<file path="src/fpc_defines.vh">
// Register offsets, field positions, key values and timing counts for the flash program control block.
`ifndef FPC_DEFINES_VH
`define FPC_DEFINES_VH
// ************************************************************
// Register word addresses (byte address = 4 * index)
// ************************************************************
`define FPC_IDX_FLASH_CTRL_ONE 4'h0
`define FPC_IDX_FLASH_CTRL_COMMIT 4'h1
`define FPC_IDX_FLASH_STATUS_REG 4'h2
`define FPC_IDX_SYS_CTRL_TWO 4'h3
`define FPC_IDX_SYS_CTRL_THREE 4'h4
`define FPC_IDX_SYS_CTRL_COMMIT 4'h5
`define FPC_IDX_CMD_DATA 4'h6
`define FPC_IDX_IRQ_STATUS 4'h7
`define FPC_IDX_IRQ_MASK 4'h8
`define FPC_IDX_ACTIVE 4'h9
// ************************************************************
// Field positions and values
// ************************************************************
`define FPC_MODE_HI 7
`define FPC_MODE_LO 5
`define FPC_AREA_HI 4
`define FPC_AREA_LO 3
`define FPC_MODE_ENABLE 3'h5
`define FPC_MODE_DISABLE 3'h2
`define FPC_AREA_INIT 2'h0
`define FPC_FLASH_KEY 8'hD5
`define FPC_SYS_KEY 8'hD4
`define FPC_SYSRST_VAL 8'h10
`define FPC_RAM_CODE_ALLOC_BIT 2
`define FPC_VECTOR_TO_RAM_BIT 1
`define FPC_BUSY_BIT 7
`define FPC_CTRL_ONE_RST 8'h40
`define FPC_SYS_CTRL_THREE_RST 8'h00
// ************************************************************
// Command bytes
// ************************************************************
`define FPC_CMD_AA 8'hAA
`define FPC_CMD_55 8'h55
`define FPC_CMD_80 8'h80
`define FPC_CMD_30 8'h30
`define FPC_CMD_A0 8'hA0
`define FPC_PAGE_BYTES 8'h80
// ************************************************************
// Timing
// ************************************************************
`define FPC_ERASE_CYCLES 32'h0000_0FA0
`define FPC_WRITE_CYCLES 32'h0000_07D0
`endif

</file>
<file path="src/fpc_flash_program_control.v">
// Flash program control: keyed command mode, command sequence tracking, busy flag and RAM code mapping.
//
// Behaviour
// (RULE1) Software spaces command byte writes at least four machine cycles apart, as bytes.
// (RULE2) Software waits three machine cycles after the last command write before reading busy.
// (RULE3) Mode and area settings take effect only when the flash commit key is written.
// (RULE4) Busy reads one during erase or write and clears when the operation finishes.
// (RULE5) Committing disable mode with initial area stops sequences and restores area mapping.
// (RULE6) Both RAM bits set then system key maps RAM to code and vectors.
// (RULE7) Both RAM bits clear then system key returns code and vectors to flash.
// (RULE8) Software places the nonmaskable vectors in RAM before writing flash from RAM.
// (RULE9) Software never enables RAM code allocation while running in the affected flash range.
// (RULE10) Writing the reset value to system control two raises a system clock reset.
// (RULE11) Software polls the same flash address until busy reads zero.
// (RULE12) Sector erase is six byte writes ending with the erase byte.
// (RULE13) Page write is three command bytes followed by 128 data bytes.
// (RULE14) Any commit value other than the exact key leaves the active settings unchanged.
//
// Decided for this implementation: the Avalon-MM register port and the register offsets.
`timescale 1ns/1ps
`include "fpc_defines.vh"
module fpc_flash_program_control #(
   parameter ERASE_CYCLES = `FPC_ERASE_CYCLES,
   parameter WRITE_CYCLES = `FPC_WRITE_CYCLES
) (
   input wire clk,
   input wire reset,
   input wire [5:0] avs_address,
   input wire avs_read,
   input wire avs_write,
   input wire [31:0] avs_writedata,
   input wire [3:0] avs_byteenable,
   output reg [31:0] avs_readdata,
   output reg avs_waitrequest,
   output reg irq,
   output reg cmd_enabled,
   output reg [1:0] area_active,
   output reg ram_code_alloc_active,
   output reg vector_to_ram_active,
   output reg sys_clk_reset
);
   // ************************************************************
   // States
   // ************************************************************
   localparam ST_IDLE = 3'h0;
   localparam ST_C1 = 3'h1;
   localparam ST_C2 = 3'h2;
   localparam ST_C3 = 3'h3;
   localparam ST_C4 = 3'h4;
   localparam ST_C5 = 3'h5;
   localparam ST_PAGE = 3'h6;
   localparam ST_BUSY = 3'h7;

   reg [7:0] flash_ctrl_one_q;
   reg [7:0] sys_ctrl_three_q;
   reg [2:0] state_q;
   reg [7:0] page_cnt_q;
   reg [31:0] op_cnt_q;
   reg op_is_erase_q;
   wire [1:0] irq_status_q;
   reg [1:0] irq_mask_q;
   reg ack_q;
   reg [31:0] rdata_d;
   reg seq_error_d;

   wire access = (avs_read | avs_write) & ~ack_q;
   // Only byte lane 0 carries register data; a write without it is dropped.
   wire wr = avs_write & ~ack_q & avs_byteenable[0];
   wire [3:0] idx = avs_address[5:2];
   wire [7:0] wbyte = avs_writedata[7:0];
   wire busy = (state_q == ST_BUSY);
   wire cmd_wr = wr & (idx == `FPC_IDX_CMD_DATA) & cmd_enabled;
   wire op_done = busy & (op_cnt_q == 32'h0000_0000);
   wire [1:0] irq_set = {seq_error_d, op_done};
   wire flash_commit = wr & (idx == `FPC_IDX_FLASH_CTRL_COMMIT) & (wbyte == `FPC_FLASH_KEY); // see (RULE14)
   wire sys_commit = wr & (idx == `FPC_IDX_SYS_CTRL_COMMIT) & (wbyte == `FPC_SYS_KEY); // see (RULE14)

   // ************************************************************
   // Avalon slave: one wait cycle, answer on the second edge
   // ************************************************************
   always @(posedge clk) begin
      if (reset) begin
         ack_q <= 1'b0;
         avs_waitrequest <= 1'b1;
         avs_readdata <= 32'h0000_0000;
      end else begin
         ack_q <= access;
         avs_waitrequest <= ~access;
         avs_readdata <= rdata_d;
      end
   end

   always @* begin
      rdata_d = 32'h0000_0000;
      if (avs_read & ~ack_q) begin
         if (idx == `FPC_IDX_FLASH_CTRL_ONE) begin
            rdata_d[7:0] = flash_ctrl_one_q;
         end else if (idx == `FPC_IDX_FLASH_STATUS_REG) begin
            rdata_d[`FPC_BUSY_BIT] = busy; // see (RULE4)
            // Bit 0 tells software whether the last operation was an erase or a page write.
            rdata_d[0] = op_is_erase_q;
         end else if (idx == `FPC_IDX_SYS_CTRL_THREE) begin
            rdata_d[7:0] = sys_ctrl_three_q;
         end else if (idx == `FPC_IDX_IRQ_STATUS) begin
            rdata_d[1:0] = irq_status_q;
         end else if (idx == `FPC_IDX_IRQ_MASK) begin
            rdata_d[1:0] = irq_mask_q;
         end else if (idx == `FPC_IDX_ACTIVE) begin
            rdata_d[4:0] = {cmd_enabled, area_active, ram_code_alloc_active, vector_to_ram_active};
         end else begin
            rdata_d = 32'h0000_0000;
         end
      end
   end

   // ************************************************************
   // Staged and active configuration
   // ************************************************************
   always @(posedge clk) begin
      if (reset) begin
         flash_ctrl_one_q <= `FPC_CTRL_ONE_RST;
         sys_ctrl_three_q <= `FPC_SYS_CTRL_THREE_RST;
         cmd_enabled <= 1'b0;
         area_active <= `FPC_AREA_INIT;
         ram_code_alloc_active <= 1'b0;
         vector_to_ram_active <= 1'b0;
         sys_clk_reset <= 1'b0;
      end else begin
         sys_clk_reset <= wr & (idx == `FPC_IDX_SYS_CTRL_TWO) & (wbyte == `FPC_SYSRST_VAL); // see (RULE10)
         if (wr & (idx == `FPC_IDX_FLASH_CTRL_ONE)) begin
            flash_ctrl_one_q <= wbyte;
         end
         if (wr & (idx == `FPC_IDX_SYS_CTRL_THREE)) begin
            sys_ctrl_three_q <= wbyte;
         end
         if (flash_commit) begin // see (RULE3)
            if (flash_ctrl_one_q[`FPC_MODE_HI:`FPC_MODE_LO] == `FPC_MODE_ENABLE) begin
               cmd_enabled <= 1'b1;
               area_active <= flash_ctrl_one_q[`FPC_AREA_HI:`FPC_AREA_LO];
            end else if (flash_ctrl_one_q[`FPC_MODE_HI:`FPC_MODE_LO] == `FPC_MODE_DISABLE) begin // see (RULE5)
               cmd_enabled <= 1'b0;
               area_active <= `FPC_AREA_INIT;
            end
         end
         // Mixed RAM bits under the system key leave the mapping as it was.
         if (sys_commit) begin
            if (sys_ctrl_three_q[`FPC_RAM_CODE_ALLOC_BIT] & sys_ctrl_three_q[`FPC_VECTOR_TO_RAM_BIT]) begin // see (RULE6)
               ram_code_alloc_active <= 1'b1;
               vector_to_ram_active <= 1'b1;
            end else if (~sys_ctrl_three_q[`FPC_RAM_CODE_ALLOC_BIT] & ~sys_ctrl_three_q[`FPC_VECTOR_TO_RAM_BIT]) begin // see (RULE7)
               ram_code_alloc_active <= 1'b0;
               vector_to_ram_active <= 1'b0;
            end
         end
      end
   end

   // ************************************************************
   // Command sequence tracker
   // ************************************************************
   // A wrong byte in any state from ST_IDLE to ST_C5 drops the tracker back to idle rather than locking it.
   always @(posedge clk) begin
      if (reset) begin
         state_q <= ST_IDLE;
         page_cnt_q <= 8'h00;
         op_cnt_q <= 32'h0000_0000;
         op_is_erase_q <= 1'b0;
      end else begin
         case (state_q)
            ST_IDLE: begin
               if (cmd_wr) begin
                  state_q <= (wbyte == `FPC_CMD_AA) ? ST_C1 : ST_IDLE;
               end
            end
            ST_C1: begin
               if (cmd_wr) begin
                  state_q <= (wbyte == `FPC_CMD_55) ? ST_C2 : ST_IDLE;
               end
            end
            ST_C2: begin
               if (cmd_wr) begin
                  if (wbyte == `FPC_CMD_80) begin // see (RULE12)
                     state_q <= ST_C3;
                  end else if (wbyte == `FPC_CMD_A0) begin // see (RULE13)
                     state_q <= ST_PAGE;
                     page_cnt_q <= 8'h00;
                  end else begin
                     state_q <= ST_IDLE;
                  end
               end
            end
            ST_C3: begin
               if (cmd_wr) begin
                  state_q <= (wbyte == `FPC_CMD_AA) ? ST_C4 : ST_IDLE;
               end
            end
            ST_C4: begin
               if (cmd_wr) begin
                  state_q <= (wbyte == `FPC_CMD_55) ? ST_C5 : ST_IDLE;
               end
            end
            ST_C5: begin
               if (cmd_wr) begin
                  if (wbyte == `FPC_CMD_30) begin // see (RULE12)
                     state_q <= ST_BUSY;
                     op_is_erase_q <= 1'b1;
                     op_cnt_q <= ERASE_CYCLES;
                  end else begin
                     state_q <= ST_IDLE;
                  end
               end
            end
            ST_PAGE: begin
               if (cmd_wr) begin
                  page_cnt_q <= page_cnt_q + 8'h01;
                  if (page_cnt_q == (`FPC_PAGE_BYTES - 8'h01)) begin // see (RULE13)
                     state_q <= ST_BUSY;
                     op_is_erase_q <= 1'b0;
                     op_cnt_q <= WRITE_CYCLES;
                  end
               end
            end
            ST_BUSY: begin
               // Busy lasts one cycle beyond the count, so even a zero count shows busy once.
               if (op_cnt_q == 32'h0000_0000) begin // see (RULE4)
                  state_q <= ST_IDLE;
               end else begin
                  op_cnt_q <= op_cnt_q - 32'h0000_0001;
               end
            end
            default: begin
               state_q <= ST_IDLE;
            end
         endcase
      end
   end

   // ************************************************************
   // Lost command bytes
   // ************************************************************
   // A byte the tracker cannot use, or one sent while busy, is flagged so software can restart the sequence.
   always @* begin
      seq_error_d = 1'b0;
      if (cmd_wr) begin
         case (state_q)
            ST_IDLE: begin
               seq_error_d = (wbyte != `FPC_CMD_AA);
            end
            ST_C1: begin
               seq_error_d = (wbyte != `FPC_CMD_55);
            end
            ST_C2: begin
               seq_error_d = (wbyte != `FPC_CMD_80) & (wbyte != `FPC_CMD_A0);
            end
            ST_C3: begin
               seq_error_d = (wbyte != `FPC_CMD_AA);
            end
            ST_C4: begin
               seq_error_d = (wbyte != `FPC_CMD_55);
            end
            ST_C5: begin
               seq_error_d = (wbyte != `FPC_CMD_30);
            end
            ST_PAGE: begin
               seq_error_d = 1'b0;
            end
            default: begin
               seq_error_d = 1'b1;
            end
         endcase
      end
   end

   // ************************************************************
   // Interrupts: bit 0 operation done, bit 1 command byte lost
   // ************************************************************
   genvar gi;
   generate
      for (gi = 0; gi < 2; gi = gi + 1) begin : g_irq_bit
         reg flag_q;
         assign irq_status_q[gi] = flag_q;
         always @(posedge clk) begin
            if (reset) begin
               flag_q <= 1'b0;
            end else if (irq_set[gi]) begin
               // Set wins over a write-one clear in the same cycle.
               flag_q <= 1'b1;
            end else if (wr & (idx == `FPC_IDX_IRQ_STATUS) & avs_writedata[gi]) begin
               flag_q <= 1'b0;
            end
         end
      end
   endgenerate

   always @(posedge clk) begin
      if (reset) begin
         irq_mask_q <= 2'h0;
         irq <= 1'b0;
      end else begin
         if (wr & (idx == `FPC_IDX_IRQ_MASK)) begin
            irq_mask_q <= avs_writedata[1:0];
         end
         irq <= |(irq_status_q & irq_mask_q);
      end
   end
endmodule // fpc_flash_program_control

</file>
<file path="config.mk">
export PLATFORM = sky130hd
export DESIGN_NAME = fpc_flash_program_control
export DESIGN_NICKNAME = d
export VERILOG_FILES = /design/src/fpc_flash_program_control.v
export VERILOG_INCLUDE_DIRS = /design/src /design/src/src
export SDC_FILE = /design/constraint.sdc
export NUM_CORES = 1
export LEC_CHECK = 0
export ABC_CLOCK_PERIOD_IN_PS = 3000
export BUFFER_PORTS_ARGS = -buffer_cell sky130_fd_sc_hd__buf_4
export CORE_MARGIN = 2
export CORE_UTILIZATION = 45
export CTS_BUF_LIST = sky130_fd_sc_hd__clkbuf_2 sky130_fd_sc_hd__clkbuf_4 sky130_fd_sc_hd__clkbuf_8
export DETAILED_ROUTE_END_ITERATION = 10
export GPL_TIMING_DRIVEN = 0
export PLACE_DENSITY = 0.64
export SETUP_SLACK_MARGIN = 0.02
export SLEW_MARGIN = 20
export SYNTH_ARGS = -nofsm -noshare
export SYNTH_HDL_FRONTEND = slang
export SYNTH_SLANG_ARGS = --single-unit
</file>
<file path="constraint.sdc">
create_clock -name clk -period 3 [get_ports clk]
set_input_delay 0.45 -clock clk [delete_from_list [all_inputs] [get_ports clk]]
set_output_delay 0.45 -clock clk [all_outputs]
set_load 0.01 [all_outputs]
</file>
==> summary.txt <==
Status - complete, no violations
Worst hold slack - 0.316 ns
Critical R2R Launch - state_q[1]$_SDFFE_PP0P_
Switch share - 25.0%
Via count - 4099
Largest net degree at the start of global routing - 16
Async SR Flop Fraction - 0%
CP Launch Point - state_q[1]$_SDFFE_PP0P_
Total power - 2.13 mW
Normalized max-slew margin - 54.8%
Avg Cell Area, Syn - 8.16 µm²
Total CTS buffers - 9
Fill count - 986
Core Region - 9640 µm²
Router iterations before antenna repair - 5
Vias in the first global route - 3671
Post-CTS setup buffers - 0
Switch Pwr - 533 µW
Setup WS pre-CTS - 0.0920 ns
Reg clk slew, reported paths - 0.09 ns
Max-cap violation count - 0
CP Capture Type - register
Share of the synthesized area in the top cell type - 36.4%
N_diodes - 0
Comb pwr share - 7.1%
Grt ovf - 0
P_leak - 2.01 nW
Pins over their slew limit - 0
WL final - 11.3 mm
Wire per inst - 15.3 µm
Crit path time final - 2.67 ns
RePlAce Congestion - 0.899
Startpoint Class - register
Fmax - 0.374 GHz
Synthesized cell area - 4410 µm²
First-pass GRT wire length - 18.2 mm
Ys flop type - dfxtp_1
EDFF count, synth - 0
Slew @ Worst Pin - 0.678 ns
Worst endpoint required time - 3.23 ns
Setup TNS Final - 0 ns
Synth cell types - 63
Share of total power in sequential cells - 50.0%
Die footprint - 10600 µm²
Fin cells - 739
Initial Util - 45.7%
Period utilization - 89.0%
Initial DRC Count - 246
Nets - 650
Fin worst setup slack - 0.330 ns
CP max FO - 10
Port-buffer cells - 27
Number of H-tree levels - 3
CTS sink cnt - 80
Layout cells sized above 1 - 16.2%
CP arrival - 2.90 ns
P_int - 1.60 mW
Skew final - 0.0120 ns
Placed cells - 723
Synth Register Bits - 80
Cells after synthesis - 540
VDD IR max - 0.000177 V
Antenna Nets Post-Route - 0
Die height - 103 µm
Yosys warns - 0
Num ports - 86
Clock Tree Root - clkbuf_8
Initial antenna violation count - 0
Sequential share of the synthesized area - 36.4%
Residual DRC - 0
Clock Tree Buf Depth - 2
Hold Crit Class - primary input to register
Final hold violation count - 0
Site Rows - 36
Post-CTS resize count - 0
All-Layer GR Usage - 21.8%
Pwr/cell area - 419 nW/µm²
Min-delay src - avs_read
Chip width - 103 µm
CTS tree - yes
Clock power frac - 42.9%
Cts-stage hold buffer count - 0
Clock insertion delay at the later pin of the skew report - 0.36 ns
Setup CP Type - register to register
Setup violators final - 0
Vias per cell - 5.55
HPWL after DPL - 8.20 mm
Synth top area cells - dfxtp_1 36%, nor2_1 5.8%, a21oi_1 5.5%
Worst reg2reg setup slack - 0.33 ns
RSZ-0062 raised after global routing - no
Largest area contributor in the netlist - dfxtp_1
Area Growth Syn to Fin - 15.6%
==> registers in the layout (all words and copies together) (netlist names) <==
signal                flops
state_q                   3
ack_q                     1
cmd_enabled               1
area_active               2
sys_clk_reset             1
op_cnt_q                 32
page_cnt_q                8
irq                       1
op_is_erase_q             1
vector_to_ram_active      1
irq_mask_q                2
flash_ctrl_one_q          8
avs_readdata              8
g_irq_bit.flag_q          2
sys_ctrl_three_q          8
avs_waitrequest           1
==> per-layer routing <==
layer | global-route usage, % | wire length, µm
met5 | 0 | 0
met4 | 7.19 | 158
met3 | 2.71 | 619
met2 | 37.1 | 5460
met1 | 28.8 | 5100
==> area by class of cell <==
class                           instances  area [µm²]  area share, %
Sequential cell                        80        1600           31.4
Clock buffer                            9         124           2.43
Clock inverter                          7         103           2.01
Buffer                                 57         322           6.31
Tap cell                              133         166           3.27
Timing Repair Buffer                   27         203           3.98
Multi-Input combinational cell        418        2540           50.0
Inverter                                8        30.0          0.590
==> critical path, stage by stage (launching register included) <==
cell      delay, ns
dfxtp_1        0.39
clkbuf_1       0.37
nand3_2        0.31
nor4_1         0.49
and4_1         0.25
buf_2          0.25
nor3_2         0.09
a221oi_1       0.28
a211oi_1       0.09
==> cell usage after synthesis (4+ instances only) <==
cell type / instances
nand4_1: 8
a32oi_1: 5
nor2b_1: 4
buf_2: 5
or4_1: 12
o21ai_0: 24
nor2_1: 68
nand2b_1: 9
nor3_1: 13
mux2i_1: 15
nor3b_1: 5
and3_1: 8
nand3_1: 26
nand2_1: 32
or3_1: 10
a21oi_1: 48
or3b_2: 6
o31ai_1: 4
nor4_1: 17
clkbuf_1: 26
inv_1: 8
buf_4: 25
dfxtp_1: 80
a211oi_1: 4
nand3b_1: 5
xor2_1: 9
xnor2_1: 8
==> stage by stage <==
stage / util, % / instance area, µm²
global route: 52.8 / 5090
global placement: 50.4 / 4860
CTS: 52.8 / 5090
finish: 52.8 / 5090
detailed placement: 50.4 / 4860
floorplan: - / 4490
==> cell families (layout without fill, tap and decap cells) <==
group,Yosys count,after routing,synth area share [%]
flip-flops,80,80,36.4
XOR/XNOR,17,17,3.38
AND/OR/NAND/NOR,248,248,31.9
other,1,24,0.0851
buffers and inverters,65,108,7.98
adder cells (fa/ha/maj),3,3,0.852
AO/OA/AOI/OAI,108,108,15.3
multiplexers,18,18,4.17
==> final timing paths <==
kind,endpoint,cells past startpoint
worst max-delay path,op_cnt_q[10]$_SDFFE_PP0P_,8
worst min-delay path,ack_q$_SDFF_PP0_,2
worst max register to register,op_cnt_q[10]$_SDFFE_PP0P_,8
worst min register to register,flash_ctrl_one_q[0]$_SDFFE_PP0P_,2
==> power by group through the flow <==
| stage | clock (mW) | combinational [mW] | sequential [mW] |
|---|---|---|---|
| floorplan | 0 | 0.0993 | 1.09 |
| global placement | 0 | 0.147 | 1.09 |
| detailed placement | 0 | 0.148 | 1.09 |
| CTS | 0.930 | 0.148 | 1.07 |
| global route | 0.972 | 0.165 | 1.07 |
| finish | 0.915 | 0.151 | 1.07 |
==> cells in the final DEF (no fill, tap or decap), types with 6 or more instances in the layout <==
cell type and instances:
clkbuf_1 26, nor2_1 68, o21ai_0 24, or3b_2 6, nand4_1 8, nand2b_1 9
nand2_1 32, and3_1 8, or3_1 10, inv_1 8, mux2i_1 15, nand3_1 25
a21oi_1 48, conb_1 24, xnor2_1 8, or4_1 12, xor2_1 9, clkbuf_8 9
nor4_1 17, dfxtp_1 80, nor3_1 13, buf_4 52
(Power assumes the default switching activity.)
